### src/logic/uocr_pkg.sv
// Shared constants for the offload control register port and its user end.
// Assumes one clock for both ends; no vendor primitives.
package uocr_pkg;
  // Register port addresses
  localparam logic [3:0] ADDR_RESET_CONTROL = 4'h0;
  localparam logic [3:0] ADDR_SEND_COMMAND = 4'h1;
  localparam logic [3:0] ADDR_LOCAL_MAC_LOW = 4'h2;
  localparam logic [3:0] ADDR_LOCAL_MAC_HIGH = 4'h3;
  localparam logic [3:0] ADDR_REMOTE_IP_ADDR = 4'h4;
  localparam logic [3:0] ADDR_LOCAL_IP_ADDR = 4'h5;
  localparam logic [3:0] ADDR_REMOTE_PORT_PAIR = 4'h6;
  localparam logic [3:0] ADDR_LOCAL_PORT = 4'h7;
  localparam logic [3:0] ADDR_TX_TOTAL_LENGTH = 4'h8;
  localparam logic [3:0] ADDR_ARP_TIMEOUT_STATUS = 4'h9;
  localparam logic [3:0] ADDR_TX_PACKET_LENGTH = 4'ha;
  localparam logic [3:0] ADDR_ROLE_SELECT = 4'he;
  localparam logic [3:0] ADDR_CORE_VERSION = 4'hf;
  // Reset values
  localparam logic RESET_CONTROL_RST = 1'b1;
  localparam logic ROLE_SELECT_RST = 1'b0;
  localparam logic [15:0] TX_PACKET_LENGTH_RST = 16'h05c0;
  localparam logic [31:0] ARP_TIMEOUT_RST = 32'h00006001;
  // Event-cause bit positions in the timeout/status read value
  localparam int STAT_ARP_TIMEOUT = 0;
  localparam int STAT_DROP_BUF_FULL = 8;
  localparam int STAT_DROP_CHECKSUM = 9;
  localparam int STAT_DROP_MAC_ERR = 10;
  // Host controller APB byte offsets
  localparam logic [7:0] APB_CTRL = 8'h00;
  localparam logic [7:0] APB_WDATA = 8'h04;
  localparam logic [7:0] APB_RDATA = 8'h08;
  localparam logic [7:0] APB_STATUS = 8'h0c;
  localparam logic [7:0] APB_TX_BYTE = 8'h10;
  localparam logic [7:0] APB_RX_BYTE = 8'h14;
  // Host control word fields
  localparam int CTRL_GO = 0;
  localparam int CTRL_WRITE = 1;
  localparam int CTRL_ADDR_LSB = 4;
  // Host status bits
  localparam int HST_PENDING = 0;
  localparam int HST_BUSY = 1;
  localparam int HST_REFUSED = 2;
  localparam int HST_IRQ = 3;
  localparam int HST_TX_FULL = 4;
  localparam int HST_RX_EMPTY = 5;
endpackage : uocr_pkg

### src/logic/uocr_if.sv
// Register port and payload FIFO port between user logic and the core.
// Assumes both ends sit on the same clock.
`timescale 1ns/1ps
interface uocr_if;
  logic [3:0] reg_port_address;
  logic [31:0] reg_port_write_data;
  logic reg_port_write_enable;
  logic [31:0] reg_port_read_data;
  logic busy;
  logic interrupt_out;
  // Byte-wide payload FIFO ports
  logic tx_payload_fifo_wr_en;
  logic [7:0] tx_payload_fifo_wr_data;
  logic tx_payload_fifo_full;
  logic rx_payload_fifo_rd_en;
  logic [7:0] rx_payload_fifo_rd_data;
  logic rx_payload_fifo_empty;

  modport dev
  (
    input reg_port_address, reg_port_write_data, reg_port_write_enable,
    input tx_payload_fifo_wr_en, tx_payload_fifo_wr_data,
    input rx_payload_fifo_rd_en,
    output reg_port_read_data, busy, interrupt_out,
    output tx_payload_fifo_full, rx_payload_fifo_rd_data,
    output rx_payload_fifo_empty
  );

  modport usr
  (
    output reg_port_address, reg_port_write_data, reg_port_write_enable,
    output tx_payload_fifo_wr_en, tx_payload_fifo_wr_data,
    output rx_payload_fifo_rd_en,
    input reg_port_read_data, busy, interrupt_out,
    input tx_payload_fifo_full, rx_payload_fifo_rd_data,
    input rx_payload_fifo_empty
  );
endinterface : uocr_if

### src/logic/uocr_core_regs.sv
// Core end: register bank, start-up ARP sequencer and send tracking.
// Assumes packet engine signals on the same clock, event inputs as one-cycle pulses, ready and empty as levels.
//
// Summary of operation
// - 4-bit address, 32-bit data, RAM-like port
// - Reset control defaults 1; 0 starts init
// - Host toggles reset control after parameter changes
// - Command bit 0 written 1 starts send
// - Command read bit 0 equals busy pin
// - Host waits idle before new send
// - Own MAC split low and high registers
// - Remote and own IPv4 address registers
// - Send and receive remote ports, one register
// - Own UDP port in low half
// - Total length latched at send command
// - Total length read gives bytes remaining
// - ARP wait in ticks; timeout raises interrupt
// - Keep resending ARP request until reply
// - Status read reports timeout and drop causes
// - Packet length 1-16000, reset 1472
// - Host never writes packet length while busy
// - Client role requests ARP, idles on reply
// - Server role waits request, replies, idles
// - Remote resends ARP request in server role
// - Byte-wide payload FIFO ports both ways
// - Read data valid one cycle after address
// - Write address and data with enable
`timescale 1ns/1ps
module uocr_core_regs
  import uocr_pkg::*;
#(
  parameter logic [31:0] CORE_VERSION = 32'h00010000 // Arbitrary value
)
(
  input wire logic pclk,
  input wire logic presetn,
  uocr_if.dev ifc,
  input wire logic net_tx_byte_done,
  input wire logic net_arp_reply_rx,
  input wire logic net_arp_request_rx,
  input wire logic net_drop_buf_full,
  input wire logic net_drop_checksum,
  input wire logic mac_rx_error_flag,
  input wire logic net_tx_ready,
  input wire logic [7:0] net_rx_data,
  input wire logic net_rx_empty,
  output logic net_arp_request_tx,
  output logic net_arp_reply_tx,
  output logic net_link_ready,
  output logic [47:0] net_local_mac,
  output logic [31:0] net_remote_ip,
  output logic [31:0] net_local_ip,
  output logic [31:0] net_remote_ports,
  output logic [15:0] net_local_port,
  output logic net_role_server,
  output logic [15:0] net_packet_length,
  output logic net_tx_valid,
  output logic [7:0] net_tx_data,
  output logic net_rx_pop
);
  import uocr_pkg::*;

  typedef enum logic [2:0] {
    ST_HOLD, ST_ARP_SEND, ST_ARP_WAIT, ST_SERVER_WAIT, ST_READY
  } uocr_init_t;

  uocr_init_t state_q;
  logic reset_control_q;
  logic role_select_q;
  logic [31:0] mac_low_q, remote_ip_q, local_ip_q, ports_q, total_q;
  logic [15:0] mac_high_q, local_port_q, pkt_len_q;
  logic [31:0] timeout_q, timer_q, remain_q;
  logic [10:0] cause_q;
  logic send_busy_q;
  logic [31:0] rdata_d;
  logic wr, status_rd, start_send;

  assign wr = ifc.reg_port_write_enable;
  assign status_rd = !wr &&
    ifc.reg_port_address == ADDR_ARP_TIMEOUT_STATUS;
  assign start_send = wr && ifc.reg_port_address == ADDR_SEND_COMMAND &&
    ifc.reg_port_write_data[0] && state_q == ST_READY && !send_busy_q;

  // Software-written configuration
  always_ff @(posedge pclk or negedge presetn)
  begin
    if (!presetn)
    begin
      reset_control_q <= RESET_CONTROL_RST;
      role_select_q <= ROLE_SELECT_RST;
      pkt_len_q <= TX_PACKET_LENGTH_RST;
      timeout_q <= ARP_TIMEOUT_RST;
      mac_low_q <= 32'h0;
      mac_high_q <= 16'h0;
      remote_ip_q <= 32'h0;
      local_ip_q <= 32'h0;
      ports_q <= 32'h0;
      local_port_q <= 16'h0;
      total_q <= 32'h0;
    end
    else if (wr)
    begin
      // Unlisted addresses fall through with no effect
      if (ifc.reg_port_address == ADDR_RESET_CONTROL)
        reset_control_q <= ifc.reg_port_write_data[0];
      else if (ifc.reg_port_address == ADDR_LOCAL_MAC_LOW)
        mac_low_q <= ifc.reg_port_write_data;
      else if (ifc.reg_port_address == ADDR_LOCAL_MAC_HIGH)
        mac_high_q <= ifc.reg_port_write_data[15:0];
      else if (ifc.reg_port_address == ADDR_REMOTE_IP_ADDR)
        remote_ip_q <= ifc.reg_port_write_data;
      else if (ifc.reg_port_address == ADDR_LOCAL_IP_ADDR)
        local_ip_q <= ifc.reg_port_write_data;
      else if (ifc.reg_port_address == ADDR_REMOTE_PORT_PAIR)
        ports_q <= ifc.reg_port_write_data;
      else if (ifc.reg_port_address == ADDR_LOCAL_PORT)
        local_port_q <= ifc.reg_port_write_data[15:0];
      else if (ifc.reg_port_address == ADDR_TX_TOTAL_LENGTH)
        total_q <= ifc.reg_port_write_data;
      else if (ifc.reg_port_address == ADDR_ARP_TIMEOUT_STATUS)
        timeout_q <= ifc.reg_port_write_data;
      else if (ifc.reg_port_address == ADDR_TX_PACKET_LENGTH)
        pkt_len_q <= ifc.reg_port_write_data[15:0];
      else if (ifc.reg_port_address == ADDR_ROLE_SELECT)
        role_select_q <= ifc.reg_port_write_data[0];
    end
  end

  // Network parameters other than packet length are copied only when reset control drops
  always_ff @(posedge pclk or negedge presetn)
  begin
    if (!presetn)
    begin
      net_local_mac <= 48'h0;
      net_remote_ip <= 32'h0;
      net_local_ip <= 32'h0;
      net_remote_ports <= 32'h0;
      net_local_port <= 16'h0;
      net_role_server <= 1'b0;
      net_packet_length <= TX_PACKET_LENGTH_RST;
    end
    else
    begin
      if (state_q == ST_HOLD && !reset_control_q)
      begin
        net_local_mac <= {mac_high_q, mac_low_q};
        net_remote_ip <= remote_ip_q;
        net_local_ip <= local_ip_q;
        net_remote_ports <= ports_q;
        net_local_port <= local_port_q;
        net_role_server <= role_select_q;
      end
      // Packet length follows live; host keeps it still while busy
      net_packet_length <= pkt_len_q;
    end
  end

  // Start-up sequencer; a write of 1 to reset control sends it back to hold
  always_ff @(posedge pclk or negedge presetn)
  begin
    if (!presetn)
    begin
      state_q <= ST_HOLD;
      timer_q <= 32'h0;
      net_arp_request_tx <= 1'b0;
      net_arp_reply_tx <= 1'b0;
    end
    else
    begin
      net_arp_request_tx <= 1'b0;
      net_arp_reply_tx <= 1'b0;
      if (reset_control_q)
        state_q <= ST_HOLD;
      else
        case (state_q)
          ST_HOLD:
            state_q <= role_select_q ? ST_SERVER_WAIT : ST_ARP_SEND;
          ST_ARP_SEND:
          begin
            net_arp_request_tx <= 1'b1;
            timer_q <= 32'h0;
            state_q <= ST_ARP_WAIT;
          end
          ST_ARP_WAIT:
          begin
            timer_q <= timer_q + 32'h1;
            if (net_arp_reply_rx)
              state_q <= ST_READY;
            else if (timer_q >= timeout_q)
              state_q <= ST_ARP_SEND; // Resend until answered
          end
          ST_SERVER_WAIT:
            // Relies on the remote asking again after release
            if (net_arp_request_rx)
            begin
              net_arp_reply_tx <= 1'b1;
              state_q <= ST_READY;
            end
          default:
            state_q <= ST_READY;
        endcase
    end
  end

  // Send tracking; remaining count drops per byte handed off
  always_ff @(posedge pclk or negedge presetn)
  begin
    if (!presetn)
    begin
      send_busy_q <= 1'b0;
      remain_q <= 32'h0;
    end
    else if (state_q != ST_READY)
    begin
      send_busy_q <= 1'b0;
      remain_q <= 32'h0;
    end
    else if (start_send)
    begin
      send_busy_q <= 1'b1;
      // Value written in the same cycle is not yet visible in total_q
      remain_q <= total_q;
    end
    else if (send_busy_q && net_tx_byte_done)
    begin
      remain_q <= remain_q - 32'h1;
      if (remain_q == 32'h1)
        send_busy_q <= 1'b0;
    end
  end

  // Sticky causes; a set in the clearing read cycle is kept
  always_ff @(posedge pclk or negedge presetn)
  begin
    if (!presetn)
      cause_q <= 11'h0;
    else
    begin
      if (status_rd)
        cause_q <= 11'h0;
      if (state_q == ST_ARP_WAIT && !net_arp_reply_rx &&
          timer_q >= timeout_q)
        cause_q[STAT_ARP_TIMEOUT] <= 1'b1;
      if (net_drop_buf_full)
        cause_q[STAT_DROP_BUF_FULL] <= 1'b1;
      if (net_drop_checksum)
        cause_q[STAT_DROP_CHECKSUM] <= 1'b1;
      if (mac_rx_error_flag)
        cause_q[STAT_DROP_MAC_ERR] <= 1'b1;
    end
  end

  // Read mux; address decode is registered one cycle later
  always_comb
  begin
    rdata_d = 32'h0;
    if (ifc.reg_port_address == ADDR_RESET_CONTROL)
      rdata_d = {31'h0, reset_control_q};
    else if (ifc.reg_port_address == ADDR_SEND_COMMAND)
      rdata_d = {31'h0, ifc.busy};
    else if (ifc.reg_port_address == ADDR_LOCAL_MAC_LOW)
      rdata_d = mac_low_q;
    else if (ifc.reg_port_address == ADDR_LOCAL_MAC_HIGH)
      rdata_d = {16'h0, mac_high_q};
    else if (ifc.reg_port_address == ADDR_REMOTE_IP_ADDR)
      rdata_d = remote_ip_q;
    else if (ifc.reg_port_address == ADDR_LOCAL_IP_ADDR)
      rdata_d = local_ip_q;
    else if (ifc.reg_port_address == ADDR_REMOTE_PORT_PAIR)
      rdata_d = ports_q;
    else if (ifc.reg_port_address == ADDR_LOCAL_PORT)
      rdata_d = {16'h0, local_port_q};
    else if (ifc.reg_port_address == ADDR_TX_TOTAL_LENGTH)
      rdata_d = remain_q;
    else if (ifc.reg_port_address == ADDR_ARP_TIMEOUT_STATUS)
      rdata_d = {21'h0, cause_q};
    else if (ifc.reg_port_address == ADDR_TX_PACKET_LENGTH)
      rdata_d = {16'h0, pkt_len_q};
    else if (ifc.reg_port_address == ADDR_ROLE_SELECT)
      rdata_d = {31'h0, role_select_q};
    else if (ifc.reg_port_address == ADDR_CORE_VERSION)
      rdata_d = CORE_VERSION;
  end

  // Registered outputs toward user logic
  always_ff @(posedge pclk or negedge presetn)
  begin
    if (!presetn)
    begin
      ifc.reg_port_read_data <= 32'h0;
      ifc.busy <= 1'b1;
      ifc.interrupt_out <= 1'b0;
      net_link_ready <= 1'b0;
    end
    else
    begin
      ifc.reg_port_read_data <= rdata_d;
      // Busy covers start-up and a send, including the start cycle
      ifc.busy <= (state_q != ST_READY) || send_busy_q ||
        start_send;
      ifc.interrupt_out <= cause_q[STAT_ARP_TIMEOUT];
      net_link_ready <= state_q == ST_READY;
    end
  end

  // Payload byte ports, one register stage each way
  always_ff @(posedge pclk or negedge presetn)
  begin
    if (!presetn)
    begin
      net_tx_valid <= 1'b0;
      net_tx_data <= 8'h0;
      ifc.tx_payload_fifo_full <= 1'b1;
      net_rx_pop <= 1'b0;
      ifc.rx_payload_fifo_rd_data <= 8'h0;
      ifc.rx_payload_fifo_empty <= 1'b1;
    end
    else
    begin
      net_tx_valid <= ifc.tx_payload_fifo_wr_en &&
        !ifc.tx_payload_fifo_full;
      net_tx_data <= ifc.tx_payload_fifo_wr_data;
      // Full holds one extra cycle after ready drops; engine absorbs it
      ifc.tx_payload_fifo_full <= !net_tx_ready;
      net_rx_pop <= ifc.rx_payload_fifo_rd_en &&
        !ifc.rx_payload_fifo_empty;
      if (ifc.rx_payload_fifo_rd_en && !ifc.rx_payload_fifo_empty)
        ifc.rx_payload_fifo_rd_data <= net_rx_data;
      ifc.rx_payload_fifo_empty <= net_rx_empty || net_rx_pop;
    end
  end
endmodule : uocr_core_regs

### src/flat_wrapper.sv
// flat-port wrapper written by rule: the top's interface ports become plain ports
module uocr_core_regs_flat import uocr_pkg::*;
#(
  parameter logic [31:0] CORE_VERSION = 32'h00010000                   
)
  (pclk, presetn, net_tx_byte_done, net_arp_reply_rx, net_arp_request_rx, net_drop_buf_full, net_drop_checksum, mac_rx_error_flag, net_tx_ready, net_rx_data, net_rx_empty, net_arp_request_tx, net_arp_reply_tx, net_link_ready, net_local_mac, net_remote_ip, net_local_ip, net_remote_ports, net_local_port, net_role_server, net_packet_length, net_tx_valid, net_tx_data, net_rx_pop, ifc_reg_port_address, ifc_reg_port_write_data, ifc_reg_port_write_enable, ifc_tx_payload_fifo_wr_en, ifc_tx_payload_fifo_wr_data, ifc_rx_payload_fifo_rd_en, ifc_reg_port_read_data, ifc_busy, ifc_interrupt_out, ifc_tx_payload_fifo_full, ifc_rx_payload_fifo_rd_data, ifc_rx_payload_fifo_empty);
  uocr_if ifc_i ();
  input wire logic pclk;
  input wire logic presetn;
  input wire logic net_tx_byte_done;
  input wire logic net_arp_reply_rx;
  input wire logic net_arp_request_rx;
  input wire logic net_drop_buf_full;
  input wire logic net_drop_checksum;
  input wire logic mac_rx_error_flag;
  input wire logic net_tx_ready;
  input wire logic [7:0] net_rx_data;
  input wire logic net_rx_empty;
  output logic net_arp_request_tx;
  output logic net_arp_reply_tx;
  output logic net_link_ready;
  output logic [47:0] net_local_mac;
  output logic [31:0] net_remote_ip;
  output logic [31:0] net_local_ip;
  output logic [31:0] net_remote_ports;
  output logic [15:0] net_local_port;
  output logic net_role_server;
  output logic [15:0] net_packet_length;
  output logic net_tx_valid;
  output logic [7:0] net_tx_data;
  output logic net_rx_pop;
  input wire logic [$bits(ifc_i.reg_port_address)-1:0] ifc_reg_port_address;
  input wire logic [$bits(ifc_i.reg_port_write_data)-1:0] ifc_reg_port_write_data;
  input wire logic [$bits(ifc_i.reg_port_write_enable)-1:0] ifc_reg_port_write_enable;
  input wire logic [$bits(ifc_i.tx_payload_fifo_wr_en)-1:0] ifc_tx_payload_fifo_wr_en;
  input wire logic [$bits(ifc_i.tx_payload_fifo_wr_data)-1:0] ifc_tx_payload_fifo_wr_data;
  input wire logic [$bits(ifc_i.rx_payload_fifo_rd_en)-1:0] ifc_rx_payload_fifo_rd_en;
  output wire logic [$bits(ifc_i.reg_port_read_data)-1:0] ifc_reg_port_read_data;
  output wire logic [$bits(ifc_i.busy)-1:0] ifc_busy;
  output wire logic [$bits(ifc_i.interrupt_out)-1:0] ifc_interrupt_out;
  output wire logic [$bits(ifc_i.tx_payload_fifo_full)-1:0] ifc_tx_payload_fifo_full;
  output wire logic [$bits(ifc_i.rx_payload_fifo_rd_data)-1:0] ifc_rx_payload_fifo_rd_data;
  output wire logic [$bits(ifc_i.rx_payload_fifo_empty)-1:0] ifc_rx_payload_fifo_empty;
  assign ifc_i.reg_port_address = ifc_reg_port_address;
  assign ifc_i.reg_port_write_data = ifc_reg_port_write_data;
  assign ifc_i.reg_port_write_enable = ifc_reg_port_write_enable;
  assign ifc_i.tx_payload_fifo_wr_en = ifc_tx_payload_fifo_wr_en;
  assign ifc_i.tx_payload_fifo_wr_data = ifc_tx_payload_fifo_wr_data;
  assign ifc_i.rx_payload_fifo_rd_en = ifc_rx_payload_fifo_rd_en;
  assign ifc_reg_port_read_data = ifc_i.reg_port_read_data;
  assign ifc_busy = ifc_i.busy;
  assign ifc_interrupt_out = ifc_i.interrupt_out;
  assign ifc_tx_payload_fifo_full = ifc_i.tx_payload_fifo_full;
  assign ifc_rx_payload_fifo_rd_data = ifc_i.rx_payload_fifo_rd_data;
  assign ifc_rx_payload_fifo_empty = ifc_i.rx_payload_fifo_empty;
  uocr_core_regs #(.CORE_VERSION(CORE_VERSION)) u_core (.pclk(pclk), .presetn(presetn), .ifc(ifc_i), .net_tx_byte_done(net_tx_byte_done), .net_arp_reply_rx(net_arp_reply_rx), .net_arp_request_rx(net_arp_request_rx), .net_drop_buf_full(net_drop_buf_full), .net_drop_checksum(net_drop_checksum), .mac_rx_error_flag(mac_rx_error_flag), .net_tx_ready(net_tx_ready), .net_rx_data(net_rx_data), .net_rx_empty(net_rx_empty), .net_arp_request_tx(net_arp_request_tx), .net_arp_reply_tx(net_arp_reply_tx), .net_link_ready(net_link_ready), .net_local_mac(net_local_mac), .net_remote_ip(net_remote_ip), .net_local_ip(net_local_ip), .net_remote_ports(net_remote_ports), .net_local_port(net_local_port), .net_role_server(net_role_server), .net_packet_length(net_packet_length), .net_tx_valid(net_tx_valid), .net_tx_data(net_tx_data), .net_rx_pop(net_rx_pop));
endmodule
### config.mk
export PLATFORM = sky130hd
export DESIGN_NAME = uocr_core_regs_flat
export DESIGN_NICKNAME = d
export VERILOG_FILES = /design/src/logic/uocr_pkg.sv /design/src/logic/uocr_if.sv /design/src/logic/uocr_core_regs.sv /design/src/flat_wrapper.sv
export SDC_FILE = /design/constraint.sdc
export NUM_CORES = 1
export LEC_CHECK = 0
export BUFFER_PORTS_ARGS = -buffer_cell sky130_fd_sc_hd__buf_4
export CAP_MARGIN = 5
export CORE_MARGIN = 5
export CORE_UTILIZATION = 58
export DETAILED_ROUTE_END_ITERATION = 10
export PLACE_DENSITY = 0.87
export RECOVER_POWER = 50
export SETUP_SLACK_MARGIN = 0.2
export SYNTH_ARGS = -nofsm -noshare
export SYNTH_HDL_FRONTEND = slang
export SYNTH_SLANG_ARGS = --single-unit
### constraint.sdc
create_clock -name pclk -period 2.8 [get_ports pclk]
set_input_delay 0.56 -clock pclk [delete_from_list [all_inputs] [get_ports pclk]]
set_output_delay 0.56 -clock pclk [all_outputs]
set_load 0.02 [all_outputs]
==> results by group <==
Worst setup path
  – Crit path buffers/inverters: 0
  – CP cell instances: or4_4 > or4_4 > nor3_4 > nand3_1 > xor2_1 > a211oi_1
  – Top Family by Delay on Critical Path: simple AND/OR/NAND/NOR gates
  – CP peak stage delay: 0.57 ns
  – Worst setup SP type: register
  – CP Capture Type: register
  – FF-to-FF End: u_core.remain_q[25]
  – Critical path data arrival time: 3.04 ns
  – Worst Setup Path Type: register to register
  – Reg2reg start: u_core.remain_q[10]
  – Critical Path Most Common Cell: or4_4
  – Worst path required time: 3.30 ns
  – R2r setup slk: 0.26 ns
  – R2R cell count: 6
  – Critical-path top delay cell: or4_4
  – Maximum fanout along the worst path: 9

Floorplanning
  – Die H: 212 um
  – Die Span X: 212 um
  – Die area: 0.0448 sq mm
  – # IOs: 299
  – Rows: 73
  – Core area: 0.0400 sq mm
  – Starting Density: 0.589

Layout
  – Fillers: 2,626
  – Final nets: 2,287
  – Area growth from synthesis to layout: 21.7%
  – Most frequent cells in the layout: 533 x dfrtp_1, 394 x mux2_2, 324 x buf_4
  – FF+latch area: 0.0137 sq mm
  – Multi-input gate area: 0.00932 sq mm
  – Post-route cell area: 0.0287 sq mm
  – Most common cell after layout, fill and taps aside: dfrtp_1
  – Layout cells sized above 1: 0.390
  – N_diodes: 0
  – Final Non-Filler Cells: 2,758

Drt
  – WL per Instance: 24.6 um
  – Vias: 16,900
  – Initial DRC Count: 1,510
  – Drt via density: 6.12
  – Post-route DRC violation count: 0
  – Drt first pass iters: 8
  – ANT nets after route: 0
  – Final wirelength: 67,800 um

Yosys
  – Post-Synth Simple-Gate Area: 0.0780
  – Top cell type's share of synthesized area: 0.566
  – Mapped Nets: 1,979
  – Top cells by area, synth: dfrtp_1 57%, mux2_2 19%, o21ai_0 2.1%
  – Post-Synthesis Cell Area: 0.0236 sq mm
  – Top FF cell, synth: dfrtp_1
  – Adder-Cell Fraction of Synth Area: 0.0186
  – Main combinational cell family by area after synthesis: multiplexers
  – EDFF count, synth: 0
  – Syn Area/Cell: 12.5 sq um
  – Compound-Gate Fraction of Synth Area: 0.0723
  – Register area share after synthesis: 0.582
  – Yosys Warn Count: 0
  – Yosys reg bits: 548
  – Post-synthesis async set-or-reset flop share: 1.00
  – Post-synthesis xor/xnor area fraction: 0.0171
  – Cell taking the most area after synthesis: dfrtp_1
  – Proportion of synthesized area in mux cells: 0.207
  – Synthesized instance count: 1,879
  – Cell variety after synth: 64

Outcome
  – Violated checks: capacitance limit, slew limit
  – Outcome: finished, violations left

Global routing
  – Grt met2 use: 0.487
  – First-pass GRT wire length: 105,000 um
  – Initial antenna violation count: 3
  – Met3 GRT Util: 0.0763
  – Met1 Track Usage GR: 0.391
  – GRT Util Overall: 0.300
  – Gr ovfl total: 0
  – Largest net degree at the start of global routing: 76
  – Number of global-route vias before repair: 17,900
  – GR peak layer: met2

Place
  – Routability cong.: 0.920
  – DP Cell Count: 2,654
  – Area after DPL: 0.0267 sq mm
  – Port Buffers: 298
  – Hpwl dp: 45,900 um
  – Dpl ws: 0.228 ns

Worst hold path
  – Worst min path class: primary input to register
  – Min-Delay Endpoint: u_core.net_tx_data[7]
  – Number of cells on the worst hold path: 1
  – HP Start: ifc_tx_payload_fifo_wr_data[7]

CTS
  – CTS H-tree depth: 2
  – CTS clock-pin slew for the worst setup and hold paths: 0.06 ns
  – Clock sink count: 548
  – Root Buffer Master: clkbuf_16
  – CTS max path bufs: 3
  – CTS tree: built
  – CTS buffer count: 55
  – Clk_lat worst skew: 0.61 ns

STA
  – Setup TNS: 0 ns
  – Crit path time final: 2.54 ns
  – Max Fclk: 0.394 GHz
  – Final Max Tran Viols: 58
  – RSZ-0062 raised after global routing: true
  – Endpoints failing setup: 0
  – Worst slew margin: -0.266
  – Pin slew with the least headroom to its limit: 1.90 ns
  – Setup WS post-layout: 0.264 ns
  – Hold Fails Final Rpt: 0
  – Worst Skew: 0.0241 ns
  – Final period util: 0.906

Flow run
  – Max Cap Viol: 1

Pwr
  – Leakage power: 0.0132 uW
  – Overall power: 28,700 uW
  – PD cells: 999 mW/mm^2
  – Worst IR Drop VDD: 0.825 mV
[how the worst max path moves through the flow]
stage          depth (start not counted)                        to               startpoint  slack (ns)
6_report                               6       u_core.remain_q[25]      u_core.remain_q[10]        0.26
5_1_grt                                3  u_core.net_remote_ip[21]                  presetn        0.11
4_1_cts                                5       u_core.remain_q[28]      u_core.remain_q[10]        0.24
3_5_place_dp                           5       u_core.remain_q[28]      u_core.remain_q[10]        0.23
3_3_place_gp                           6       u_core.remain_q[30]      u_core.remain_q[10]        0.37
2_1_floorplan                          7     u_core.mac_high_q[10]  ifc_reg_port_address[1]        0.31
[kinds of logic (layout without fill, tap and decap cells)]
family	count (synthesis)	in the layout
AOI/OAI and AO/OA	280	280
xor gates and xnor gates	46	46
adders and majority gates	35	35
buffers and inverters	153	507
DFF	548	548
muxes	431	431
and+or+nand+nor	386	386
[registers in the layout (all words and copies together) (netlist names), 8 cells and up]
register                            count
u_core.pkt_len_q                       16
u_core.timer_q                         32
u_core.remote_ip_q                     32
u_core.total_q                         32
u_core.local_ip_q                      32
u_core.ifc.reg_port_read_data          32
u_core.net_remote_ip                   32
u_core.mac_high_q                      16
u_core.net_local_mac                   48
u_core.remain_q                        32
u_core.net_remote_ports                32
u_core.ifc.rx_payload_fifo_rd_data      8
u_core.net_packet_length               16
u_core.mac_low_q                       32
u_core.net_tx_data                      8
u_core.net_local_port                  16
u_core.local_port_q                    16
u_core.net_local_ip                    32
u_core.ports_q                         32
u_core.timeout_q                       32
[synth_stat cells, types with 6 or more instances]
library cell  number
dfrtp_1          533
mux2_2           395
nand2_1          128
nor2_1           111
o21ai_0           97
a21oi_1           84
clkbuf_1          79
inv_1             48
ha_1              35
mux2i_1           31
xnor2_1           29
nor3_1            25
a211oi_1          24
nand3_1           24
nand2b_1          18
buf_1             17
xor2_1            17
dfstp_2           15
nand4_1           13
nor2b_1           12
a21o_1            11
o2bb2ai_1         11
or3_1             11
buf_2              8
nor4_1             8
a22oi_1            7
a222oi_1           6
a31oi_1            6
and2_1             6
[per-stage QoR]
step | hold slack, ns | utilization
6_report | 0.0855 | 0.717
5_1_grt | 0.0642 | 0.717
4_1_cts | 0.0330 | 0.718
3_5_place_dp | 0.370 | 0.668
3_3_place_gp | 0.367 | 0.668
2_1_floorplan | 0.264 | -
[layout make-up]
type,instances,share of cell area
inverter,48,0.00628
sequential,548,0.479
clock inverter,20,0.0117
timing repair buffer,356,0.0978
tap,525,0.0229
multi-input combinational,1178,0.325
clock buffer,83,0.0580
[metal layers]
| metal | vias to the layer above | part of all wire |
|---|---|---|
| met1 | 8597 | 0.39 |
| met3 | 184 | 0.089 |
| met4 | 6 | 0.043 |
| met5 | - | 0.00059 |
| li1 | 7273 | - |
| met2 | 827 | 0.48 |
[where the power goes]
group	internal, uW	leakage, uW	switching (uW)
clock network	4930	0.000984	3160
registers	10100	0.00682	1670
logic	4260	0.00535	4520
total	19300	0.0132	9350
[repair_timing]
action	in CTS	in global routing
endpoints found under the hold margin	48	0
setup endpoints to repair	0	5
buffers inserted	0	0
hold buffers	1	0
gates resized for setup	0	4
Power figures use the tool's default switching activity.
